--- src/gccr_pkg.sv ---
package gccr_pkg;

  // ----------------------------------------------------------------
  // Register indices (byte address is four times the index)
  // ----------------------------------------------------------------
  localparam logic [11:0] IDX_INBAND_CTRL   = 12'h104;
  localparam logic [11:0] IDX_PAD_DRIVE     = 12'h10D;
  localparam logic [11:0] IDX_INBAND_STATUS = 12'h110;
  localparam logic [11:0] IDX_LED_FUNC_SEL  = 12'h120;
  localparam logic [11:0] IDX_LED_OUT_LEVEL = 12'h124;
  localparam logic [11:0] IDX_P2_LED_SRC    = 12'h128;
  localparam logic [11:0] IDX_POWER_DOWN    = 12'h201;

  // ----------------------------------------------------------------
  // Field positions and reset values
  // ----------------------------------------------------------------
  localparam int          POS_DEST_CHECK   = 30;
  localparam int          POS_SRC_TRIG1    = 3;
  localparam int          POS_SRC_TRIG0    = 2;
  localparam int          POS_PLL_DOWN     = 5;
  localparam int          POS_PWR_MODE_LO  = 3;
  localparam int          POS_HS_STRENGTH  = 4;
  localparam int          POS_LS_STRENGTH  = 0;
  localparam int          PIN_P2_FIRST     = 2;
  localparam int          PIN_P2_SECOND    = 3;
  localparam int          NUM_PINS         = 10;
  localparam logic [7:0]  RST_PAD_DRIVE    = 8'h62;
  localparam logic [9:0]  RST_LED_FIELD    = 10'h000;
  localparam logic [1:0]  RST_P2_SRC       = 2'h0;
  localparam logic [2:0]  RST_POWER_DOWN   = 3'h0;

  // ----------------------------------------------------------------
  // In-band packet checks
  // ----------------------------------------------------------------
  localparam logic [15:0] ACCESS_FORMAT_OK = 16'h9800;
  localparam logic [15:0] ACCESS_CODE_A    = 16'h0001;
  localparam logic [15:0] ACCESS_CODE_B    = 16'h0002;
  localparam logic [15:0] MAX_PKT_BYTES    = 16'h0140;

  // Power management mode field
  typedef enum logic [1:0] {
    GCCR_PWR_NORMAL = 2'b00,
    GCCR_PWR_ENERGY = 2'b01,
    GCCR_PWR_SOFT   = 2'b10,
    GCCR_PWR_BAD    = 2'b11
  } gccr_pwr_mode_e;

  // Packet summary from the frame engine, valid for one cycle
  typedef struct packed {
    logic        valid;
    logic        tag_match;
    logic [47:0] dest_addr;
    logic [15:0] access_format;
    logic [15:0] access_code;
    logic        cmd_unknown;
    logic [6:0]  cmd_location;
    logic [15:0] byte_count;
  } gccr_rx_s;

  // Sticky in-band status flags
  typedef struct packed {
    logic       good;
    logic       tx_done;
    logic       exec_done;
    logic       addr_mismatch;
    logic       format_err;
    logic       code_err;
    logic       cmd_err;
    logic       oversize;
    logic [6:0] cmd_location;
  } gccr_status_s;

  // APB answer
  typedef struct packed {
    logic        pready;
    logic        pslverr;
    logic [31:0] prdata;
  } gccr_apb_rsp_s;

endpackage

--- src/gccr_top.sv ---
`timescale 1ns/1ps
`default_nettype none
module gccr_top #(
  parameter int ADDR_W = 16
) (
  input  wire logic             mclk,
  input  wire logic             rst,
  input  wire logic             psel,
  input  wire logic             penable,
  input  wire logic             pwrite,
  input  wire logic [ADDR_W-1:0] paddr,
  input  wire logic [31:0]      pwdata,
  input  wire logic [3:0]       pstrb,
  output logic                  pready,
  output logic                  pslverr,
  output logic [31:0]           prdata,
  input  wire gccr_pkg::gccr_rx_s rx_pkt,
  input  wire logic             reply_sent,
  input  wire logic             exec_complete,
  input  wire logic [47:0]      switch_addr,
  input  wire logic [9:0]       led_activity,
  input  wire logic [1:0]       ptp_trigger,
  output logic [9:0]            indicator_pin,
  output logic                  rx_discard,
  output logic                  reply_suppress,
  output logic                  dest_addr_check_enable,
  output logic [2:0]            high_speed_strength,
  output logic [2:0]            low_speed_strength,
  output logic                  pll_disable,
  output logic                  energy_detect_powerdown,
  output logic                  soft_powerdown
);

  // ----------------------------------------------------------------
  // Elaboration check
  // ----------------------------------------------------------------
  // A full twelve-bit index times four needs fourteen address bits
  if (ADDR_W < 14 || ADDR_W > 32)
  begin : g_bad_addr_w
    $error("gccr_top: ADDR_W must lie between 14 and 32");
  end

  // ----------------------------------------------------------------
  // State
  // ----------------------------------------------------------------
  typedef struct packed {
    logic [7:0]            pad_drive;
    logic                  dest_check;
    gccr_pkg::gccr_status_s status;
    logic [9:0]            led_sel;
    logic [9:0]            led_level;
    logic [1:0]            p2_src;
    logic [2:0]            power_down;
    logic [9:0]            pins;
    logic                  discard;
    logic                  no_reply;
    logic                  pll_off;
    logic                  energy_pd;
    logic                  softpd;
    gccr_pkg::gccr_apb_rsp_s apb;
  } gccr_state_s;

  gccr_state_s st_reg;
  gccr_state_s st_next;

  // ----------------------------------------------------------------
  // Helpers
  // ----------------------------------------------------------------
  // True when the bus address hits a word index; upper bits must be zero
  function automatic logic gccr_hit(input logic [ADDR_W-1:0] addr,
                                    input logic [11:0] idx);
    logic [31:0] wide;
    wide = 32'h0000_0000;
    wide[ADDR_W-1:0] = addr;
    return (wide[1:0] == 2'h0) && (wide[31:14] == 18'h0) && (wide[13:2] == idx);
  endfunction

  // Byte-lane merge of write data into an old word
  function automatic logic [31:0] gccr_merge(input logic [31:0] old,
                                             input logic [31:0] wdata,
                                             input logic [3:0]  strb);
    logic [31:0] res;
    res = old;
    for (int b = 0; b < 4; b++)
    begin
      if (strb[b])
      begin
        res[b*8 +: 8] = wdata[b*8 +: 8];
      end
    end
    return res;
  endfunction

  // ----------------------------------------------------------------
  // Packet checks
  // ----------------------------------------------------------------
  logic chk_mismatch;
  logic chk_format;
  logic chk_code;
  logic chk_cmd;
  logic chk_oversize;
  logic chk_any_err;

  // A discarded frame is not parsed further, so only its mismatch shows
  assign chk_mismatch = rx_pkt.valid && st_reg.dest_check
                        && (rx_pkt.dest_addr != switch_addr);
  assign chk_format   = rx_pkt.valid && !chk_mismatch
                        && (rx_pkt.access_format != gccr_pkg::ACCESS_FORMAT_OK);
  assign chk_code     = rx_pkt.valid && !chk_mismatch
                        && (rx_pkt.access_code != gccr_pkg::ACCESS_CODE_A)
                        && (rx_pkt.access_code != gccr_pkg::ACCESS_CODE_B);
  assign chk_cmd      = rx_pkt.valid && !chk_mismatch && rx_pkt.cmd_unknown;
  assign chk_oversize = rx_pkt.valid && !chk_mismatch
                        && (rx_pkt.byte_count > gccr_pkg::MAX_PKT_BYTES);
  assign chk_any_err  = chk_mismatch | chk_format | chk_code | chk_cmd | chk_oversize;

  // ----------------------------------------------------------------
  // Indicator pin mux
  // ----------------------------------------------------------------
  logic [9:0] pin_mux;

  for (genvar i = 0; i < gccr_pkg::NUM_PINS; i++)
  begin : g_pin
    logic base;
    // Bit i maps to pin i in port order, first pin then second
    assign base = st_reg.led_sel[i] ? st_reg.led_level[i] : led_activity[i];
    if (i == gccr_pkg::PIN_P2_FIRST)
    begin : g_trig0
      assign pin_mux[i] = st_reg.p2_src[0] ? ptp_trigger[0] : base;
    end
    else if (i == gccr_pkg::PIN_P2_SECOND)
    begin : g_trig1
      assign pin_mux[i] = st_reg.p2_src[1] ? ptp_trigger[1] : base;
    end
    else
    begin : g_plain
      assign pin_mux[i] = base;
    end
  end

  // ----------------------------------------------------------------
  // Read mux
  // ----------------------------------------------------------------
  logic [31:0] rd_word;
  logic        rd_mapped;

  // Reserved bits read as zero
  always_comb
  begin
    rd_word   = 32'h0000_0000;
    rd_mapped = 1'b1;
    if (gccr_hit(paddr, gccr_pkg::IDX_INBAND_CTRL))
    begin
      rd_word[gccr_pkg::POS_DEST_CHECK] = st_reg.dest_check;
    end
    else if (gccr_hit(paddr, gccr_pkg::IDX_PAD_DRIVE))
    begin
      rd_word[7:0] = st_reg.pad_drive;
    end
    else if (gccr_hit(paddr, gccr_pkg::IDX_INBAND_STATUS))
    begin
      rd_word = {st_reg.status.good, st_reg.status.tx_done, st_reg.status.exec_done,
                 14'h0000, st_reg.status.addr_mismatch, st_reg.status.format_err,
                 st_reg.status.code_err, st_reg.status.cmd_err, st_reg.status.oversize,
                 3'h0, st_reg.status.cmd_location};
    end
    else if (gccr_hit(paddr, gccr_pkg::IDX_LED_FUNC_SEL))
    begin
      rd_word[9:0] = st_reg.led_sel;
    end
    else if (gccr_hit(paddr, gccr_pkg::IDX_LED_OUT_LEVEL))
    begin
      rd_word[9:0] = st_reg.led_level;
    end
    else if (gccr_hit(paddr, gccr_pkg::IDX_P2_LED_SRC))
    begin
      rd_word[3:2] = st_reg.p2_src;
    end
    else if (gccr_hit(paddr, gccr_pkg::IDX_POWER_DOWN))
    begin
      rd_word[5:3] = st_reg.power_down;
    end
    else
    begin
      rd_mapped = 1'b0;
    end
  end

  // ----------------------------------------------------------------
  // Next state
  // ----------------------------------------------------------------
  logic        apb_setup;
  logic        apb_write;
  logic [31:0] wr_word;

  assign apb_setup = psel && !penable;
  assign apb_write = psel && penable && st_reg.apb.pready && pwrite && !st_reg.apb.pslverr;

  always_comb
  begin
    st_next          = st_reg;
    st_next.discard  = 1'b0;
    st_next.no_reply = 1'b0;
    wr_word          = 32'h0000_0000;

    // Answer registered in the setup cycle, so the slave adds no wait state
    if (apb_setup)
    begin
      st_next.apb.pready  = 1'b1;
      st_next.apb.pslverr = !rd_mapped;
      st_next.apb.prdata  = rd_word;
    end
    else if (psel && penable && st_reg.apb.pready)
    begin
      st_next.apb.pready  = 1'b0;
      st_next.apb.pslverr = 1'b0;
    end

    // Register writes; the status word has no write path at all
    if (apb_write)
    begin
      if (gccr_hit(paddr, gccr_pkg::IDX_INBAND_CTRL))
      begin
        wr_word = gccr_merge({1'b0, st_reg.dest_check, 30'h0}, pwdata, pstrb);
        st_next.dest_check = wr_word[gccr_pkg::POS_DEST_CHECK];
      end
      else if (gccr_hit(paddr, gccr_pkg::IDX_PAD_DRIVE))
      begin
        wr_word = gccr_merge({24'h0, st_reg.pad_drive}, pwdata, pstrb);
        st_next.pad_drive = wr_word[7:0];
      end
      else if (gccr_hit(paddr, gccr_pkg::IDX_LED_FUNC_SEL))
      begin
        wr_word = gccr_merge({22'h0, st_reg.led_sel}, pwdata, pstrb);
        st_next.led_sel = wr_word[9:0];
      end
      else if (gccr_hit(paddr, gccr_pkg::IDX_LED_OUT_LEVEL))
      begin
        wr_word = gccr_merge({22'h0, st_reg.led_level}, pwdata, pstrb);
        st_next.led_level = wr_word[9:0];
      end
      else if (gccr_hit(paddr, gccr_pkg::IDX_P2_LED_SRC))
      begin
        wr_word = gccr_merge({28'h0, st_reg.p2_src, 2'h0}, pwdata, pstrb);
        st_next.p2_src = wr_word[3:2];
      end
      else if (gccr_hit(paddr, gccr_pkg::IDX_POWER_DOWN))
      begin
        // Exit order with the serial link power bit is software's duty
        wr_word = gccr_merge({26'h0, st_reg.power_down, 3'h0}, pwdata, pstrb);
        st_next.power_down = wr_word[5:3];
      end
    end

    // Matching tag clears first; events of the same cycle then set
    if (rx_pkt.valid && rx_pkt.tag_match)
    begin
      st_next.status.tx_done       = 1'b0;
      st_next.status.exec_done     = 1'b0;
      st_next.status.addr_mismatch = 1'b0;
      st_next.status.format_err    = 1'b0;
      st_next.status.code_err      = 1'b0;
      st_next.status.cmd_err       = 1'b0;
      st_next.status.oversize      = 1'b0;
      st_next.status.cmd_location  = 7'h00;
    end
    if (rx_pkt.valid && !chk_any_err)
    begin
      st_next.status.good = 1'b1;
    end
    if (reply_sent)
    begin
      st_next.status.tx_done = 1'b1;
    end
    if (exec_complete)
    begin
      st_next.status.exec_done = 1'b1;
    end
    if (chk_mismatch)
    begin
      st_next.status.addr_mismatch = 1'b1;
      st_next.discard              = 1'b1;
    end
    if (chk_format)
    begin
      st_next.status.format_err = 1'b1;
    end
    if (chk_code)
    begin
      st_next.status.code_err = 1'b1;
    end
    if (chk_cmd)
    begin
      st_next.status.cmd_err      = 1'b1;
      st_next.status.cmd_location = rx_pkt.cmd_location;
    end
    if (chk_oversize)
    begin
      st_next.status.oversize = 1'b1;
      st_next.no_reply        = 1'b1;
    end

    // Power mode decode; the invalid code asserts nothing
    st_next.pll_off = st_next.power_down[2];
    case (gccr_pkg::gccr_pwr_mode_e'(st_next.power_down[1:0]))
      gccr_pkg::GCCR_PWR_ENERGY:
      begin
        st_next.energy_pd = 1'b1;
        st_next.softpd    = 1'b0;
      end
      gccr_pkg::GCCR_PWR_SOFT:
      begin
        st_next.energy_pd = 1'b0;
        st_next.softpd    = 1'b1;
      end
      default:
      begin
        st_next.energy_pd = 1'b0;
        st_next.softpd    = 1'b0;
      end
    endcase

    st_next.pins = pin_mux;
  end

  // ----------------------------------------------------------------
  // State register
  // ----------------------------------------------------------------
  always_ff @(posedge mclk or posedge rst)
  begin
    if (rst)
    begin
      st_reg            <= '0;
      st_reg.pad_drive  <= gccr_pkg::RST_PAD_DRIVE;
      st_reg.led_sel    <= gccr_pkg::RST_LED_FIELD;
      st_reg.led_level  <= gccr_pkg::RST_LED_FIELD;
      st_reg.p2_src     <= gccr_pkg::RST_P2_SRC;
      st_reg.power_down <= gccr_pkg::RST_POWER_DOWN;
    end
    else
    begin
      st_reg <= st_next;
    end
  end

  // Outputs straight from the state flip-flops
  assign pready                  = st_reg.apb.pready;
  assign pslverr                 = st_reg.apb.pslverr;
  assign prdata                  = st_reg.apb.prdata;
  assign indicator_pin           = st_reg.pins;
  assign rx_discard              = st_reg.discard;
  assign reply_suppress          = st_reg.no_reply;
  assign dest_addr_check_enable  = st_reg.dest_check;
  assign high_speed_strength     = st_reg.pad_drive[6:4];
  assign low_speed_strength      = st_reg.pad_drive[2:0];
  assign pll_disable             = st_reg.pll_off;
  assign energy_detect_powerdown = st_reg.energy_pd;
  assign soft_powerdown          = st_reg.softpd;

  // ----------------------------------------------------------------
  // Assertions
  // ----------------------------------------------------------------
  AST_GOOD_SET: assert property (@(posedge mclk) disable iff (rst)
    rx_pkt.valid && !chk_any_err |=> st_reg.status.good)
    else $error("good packet flag not set");

  AST_TXD_SET: assert property (@(posedge mclk) disable iff (rst)
    reply_sent |=> st_reg.status.tx_done)
    else $error("transmit done flag not set");

  AST_EXD_SET: assert property (@(posedge mclk) disable iff (rst)
    exec_complete |=> st_reg.status.exec_done)
    else $error("execution done flag not set");

  AST_TAG_CLEAR: assert property (@(posedge mclk) disable iff (rst)
    rx_pkt.valid && rx_pkt.tag_match && !chk_any_err && !reply_sent && !exec_complete
    |=> !st_reg.status.tx_done && !st_reg.status.exec_done && !st_reg.status.oversize
        && !st_reg.status.cmd_err && (st_reg.status.cmd_location == 7'h00))
    else $error("matching tag did not clear flags");

  AST_MISMATCH: assert property (@(posedge mclk) disable iff (rst)
    rx_pkt.valid && st_reg.dest_check && (rx_pkt.dest_addr != switch_addr)
    |=> st_reg.status.addr_mismatch && rx_discard
        && (!st_reg.status.format_err || $past(st_reg.status.format_err)))
    else $error("address mismatch not flagged");

  AST_NO_CHECK: assert property (@(posedge mclk) disable iff (rst)
    !st_reg.dest_check && rx_pkt.valid |=> !rx_discard)
    else $error("discard while checking off");

  AST_FORMAT: assert property (@(posedge mclk) disable iff (rst)
    rx_pkt.valid && !chk_mismatch && (rx_pkt.access_format != 16'h9800)
    |=> st_reg.status.format_err && (st_reg.status.good == $past(st_reg.status.good)))
    else $error("format error not flagged");

  AST_CODE: assert property (@(posedge mclk) disable iff (rst)
    rx_pkt.valid && !chk_mismatch && (rx_pkt.access_code > 16'h0002)
    |=> st_reg.status.code_err)
    else $error("access code error not flagged");

  AST_CMD_LOC: assert property (@(posedge mclk) disable iff (rst)
    chk_cmd |=> st_reg.status.cmd_err
                && (st_reg.status.cmd_location == $past(rx_pkt.cmd_location)))
    else $error("command error location wrong");

  AST_OVERSIZE: assert property (@(posedge mclk) disable iff (rst)
    rx_pkt.valid && !chk_mismatch && (rx_pkt.byte_count > 16'd320)
    |=> st_reg.status.oversize && reply_suppress ##1 (!reply_suppress || $past(chk_oversize)))
    else $error("oversize packet not flagged");

  AST_GEN_OUT_PIN: assert property (@(posedge mclk) disable iff (rst)
    st_reg.led_sel[0] |=> indicator_pin[0] == $past(st_reg.led_level[0]))
    else $error("general output pin level wrong");

  AST_TRIG1: assert property (@(posedge mclk) disable iff (rst)
    st_reg.p2_src[1] |=> indicator_pin[3] == $past(ptp_trigger[1]))
    else $error("trigger 1 not on port two second pin");

  AST_STATUS_RO: assert property (@(posedge mclk) disable iff (rst)
    apb_write && gccr_hit(paddr, gccr_pkg::IDX_INBAND_STATUS) && !rx_pkt.valid
    && !reply_sent && !exec_complete |=> $stable(st_reg.status))
    else $error("status changed by a write");

  AST_SOFT_PD: assert property (@(posedge mclk) disable iff (rst)
    st_reg.power_down[1:0] == 2'b10 |-> soft_powerdown && !energy_detect_powerdown)
    else $error("soft power-down not decoded");

endmodule
`default_nettype wire

--- config.mk ---
export PLATFORM = sky130hd
export DESIGN_NAME = gccr_top
export DESIGN_NICKNAME = d
export VERILOG_FILES = /design/src/gccr_pkg.sv /design/src/gccr_top.sv
export SDC_FILE = /design/constraint.sdc
export NUM_CORES = 1
export LEC_CHECK = 0
export ABC_AREA = 0
export BUFFER_PORTS_ARGS = -buffer_cell sky130_fd_sc_hd__buf_2
export CAP_MARGIN = 10
export CELL_PAD_IN_SITES_DETAIL_PLACEMENT = 1
export CELL_PAD_IN_SITES_GLOBAL_PLACEMENT = 1
export CORE_MARGIN = 1
export CORE_UTILIZATION = 35
export DETAILED_ROUTE_END_ITERATION = 16
export GPL_ROUTABILITY_DRIVEN = 0
export PLACE_DENSITY = 0.88
export SETUP_SLACK_MARGIN = 0.1
export SLEW_MARGIN = 10
export SYNTH_ARGS = -nofsm -noshare
export SYNTH_HDL_FRONTEND = slang
export SYNTH_SLANG_ARGS = --single-unit
--- constraint.sdc ---
create_clock -name mclk -period 5.9 [get_ports mclk]
set_input_delay 0.885 -clock mclk [delete_from_list [all_inputs] [get_ports mclk]]
set_output_delay 0.885 -clock mclk [all_outputs]
set_load 0.02 [all_outputs]
==> flow_summary.json <==
{
  "antenna_left": 0,
  "avgSynthCellArea_um2": 11.0,
  "tightest_slew_ns": 1.21,
  "p_switching_mw": 0.358,
  "power_density_nw_per_um2": 222,
  "clkPwrFrac": 0.413,
  "gr-usage-all-layers": 0.231,
  "first_iter_violations": 193,
  "worst_setup_path_end_kind": "register",
  "ir_drop_mv": 0.118,
  "synth.distinct_cells": 55,
  "dp_hpwl_mm": 13.0,
  "cts_htree_levels": 3,
  "seq_area_um2": 2080,
  "fin_tns_setup_ns": 0,
  "n_fill_cell": 1530,
  "combPwrFrac": 0.148,
  "cap_violations": 0,
  "grt_max_degree": 84,
  "cts_root_buf": "clkbuf_16",
  "num_rows": 42,
  "seqPwrFrac": 0.439,
  "netlist_area_um2": 4780,
  "cpPeakStageDelay_ns": 0.80,
  "worstPathRequired_ns": 6.12,
  "ys.flop_type": "dfrtp_1",
  "swShare": 0.262,
  "die_h_um": 119,
  "cp.arrival_ns": 3.09,
  "clockBufferDepth": 2,
  "run_status": "completed",
  "initial_core_util": 0.360,
  "vias": 4248,
  "cts_tree": "yes",
  "report.power.total_mw": 1.37,
  "startpoint_type": "input pin",
  "synthCells": 433,
  "whs_path_depth": 1,
  "hold_viol_final": 0,
  "r2r_start": "pready",
  "clk_pin_slew_worst_paths_ns": 0.07,
  "crit_type": "in2reg",
  "rsz0062_at_grt": "false",
  "worstReg2RegEnd": "st_reg[97]",
  "slew_violations": 0,
  "clk-insertion-delay-late_ns": 0.34,
  "syn2layout_area_growth_pct": 28.9,
  "final.setup_skew_ns": 0.00655,
  "mostFrequentLayoutCells": "buf_2, dfrtp_1, xor2_1",
  "drive_gt1_frac": 0.495,
  "final_common_cell": "buf_2",
  "largest_reg_flops": 41,
  "synth_seq_cells": 83,
  "grt_pass1_wl_mm": 24.8,
  "slowest_stage": "nor4_2",
  "cts_setup_buffers": 0,
  "hold_class": "reg2reg",
  "fin_crit_ns": 2.87,
  "yosysWarnings": 0,
  "p_leak_nw": 3.16,
  "slew_headroom": 0.188,
  "grt.overflow.total": 0,
  "synth_edf_count": 0,
  "ys_async_sr_fraction": 1.00,
  "die_area_um2": 14100,
  "ys_seq_area_frac": 0.435,
  "wire_per_inst_um": 19.5,
  "vias_per_cell": 5.14,
  "antenna_found_initial": 4,
  "hp-start": "st_reg[88]",
  "finalSetupViolCount": 0,
  "internal_power_mw": 1.01,
  "cp_cell_sequence": "buf_2 > nor4_4 > nand4_4 > nor4_2 > nand2_2 > mux2_2",
  "reg2regPathDepth": 5,
  "fp.dieW_um": 119,
  "cts_made_buffers": 9,
  "ctsResizeCount": 0,
  "grt_pass1_vias": 4756,
  "placement.io_buffers": 244,
  "clock-sinks": 83,
  "firstDrtPassIters": 4,
  "fin_nets": 869,
  "core_area_um2": 13300,
  "reg2reg_slack_ns": 4.10,
  "path_buf_inv": 1,
  "hold_path_end": "st_reg[88]",
  "num_io_pins": 281,
  "crit_family": "simple AND/OR/NAND/NOR gates",
  "ctsHoldBuffers": 0,
  "crit_path_max_fanout": 9,
  "multiInputGateArea_um2": 2290,
  "routed_wl_mm": 16.1,
  "drc": 0,
  "clock.fmax_mhz": 349,
  "post-route-period-util": 0.486
}
routing by layer:
metal / track usage / share of wire / vias to the layer above
met5: 0 / 0.0013 / -
met4: 0.0926 / 0.026 / 4
met3: 0.0546 / 0.068 / 34
met2: 0.419 / 0.53 / 205
met1: 0.259 / 0.38 / 2091
li1: - / - / 1914
how the worst max path moves through the flow:
stage | startpoint | endpoint | depth (start not counted)
after floorplan | rst | dest_addr_check_enable | 1
after global placement | paddr[9] | st_reg[70] | 6
after detailed placement | paddr[9] | st_reg[70] | 6
after CTS | paddr[9] | st_reg[70] | 6
after global routing | paddr[9] | prdata[0] | 6
final | paddr[9] | st_reg[70] | 6
power by group through the flow:
stage | Sequential, mW | Clock, mW | Combinational (mW)
floorplan | 0.607 | 0 | 0.108
global placement | 0.608 | 0 | 0.193
detailed placement | 0.609 | 0 | 0.202
CTS | 0.599 | 0.576 | 0.204
global route | 0.601 | 0.596 | 0.221
finish | 0.599 | 0.565 | 0.202
area by class of cell:
type,count,area share
Multi-Input combinational cell,294,0.371
Sequential cell,83,0.338
Timing Repair Buffer,246,0.201
Clock buffer,11,0.0378
Tap cell,176,0.0357
Clock inverter,5,0.0102
Inverter,10,0.00629
Antenna cell,2,0.000812
stage by stage:
stage / worst slack, ns / cells / util / cell area [um^2] / hold WS (ns)
2_1_floorplan: 2.88 / 446 / - / 4830 / 0.437
5_1_grt: 2.88 / 827 / 0.463 / 6160 / 0.502
3_5_place_dp: 2.67 / 809 / 0.441 / 5860 / 0.461
4_1_cts: 3.03 / 825 / 0.463 / 6160 / 0.475
6_report: 3.03 / 827 / 0.463 / 6160 / 0.475
3_3_place_gp: 2.70 / 809 / 0.441 / 5860 / 0.453
Yosys cell counts, types with 3 or more instances:
cell | count | share of area
mux2_2 | 34 | 0.080
nor2_1 | 11 | 0.0086
buf_6 | 4 | 0.0094
a21oi_1 | 6 | 0.0063
nor4_1 | 20 | 0.026
xor2_1 | 49 | 0.090
mux2_4 | 11 | 0.035
nor3_1 | 4 | 0.0042
clkbuf_1 | 6 | 0.0047
o21ai_0 | 12 | 0.013
nand2b_1 | 9 | 0.012
nand4_1 | 5 | 0.0065
inv_1 | 10 | 0.0079
o211ai_1 | 3 | 0.0047
mux2i_1 | 13 | 0.027
dfrtp_1 | 80 | 0.42
a21o_1 | 7 | 0.011
dfstp_2 | 3 | 0.016
nand2_1 | 28 | 0.022
or4_1 | 3 | 0.0047
nand3_1 | 4 | 0.0042
and2_1 | 3 | 0.0039
a22oi_1 | 7 | 0.011
a22o_1 | 11 | 0.020
a211oi_1 | 4 | 0.0063
buf_4 | 48 | 0.075
a221oi_1 | 3 | 0.0055
cells by family (layout without fill, tap and decap cells):
group / after synthesis / in the layout / share of synthesized area
xor+xnor: 49 / 49 / 0.0897
buf+inv: 69 / 272 / 0.0984
mux: 58 / 58 / 0.142
other cells: 1 / 16 / 0.000784
flops: 83 / 83 / 0.435
compound gates: 64 / 64 / 0.0965
simple gates: 109 / 109 / 0.138
Power figures use the tool's default switching activity.
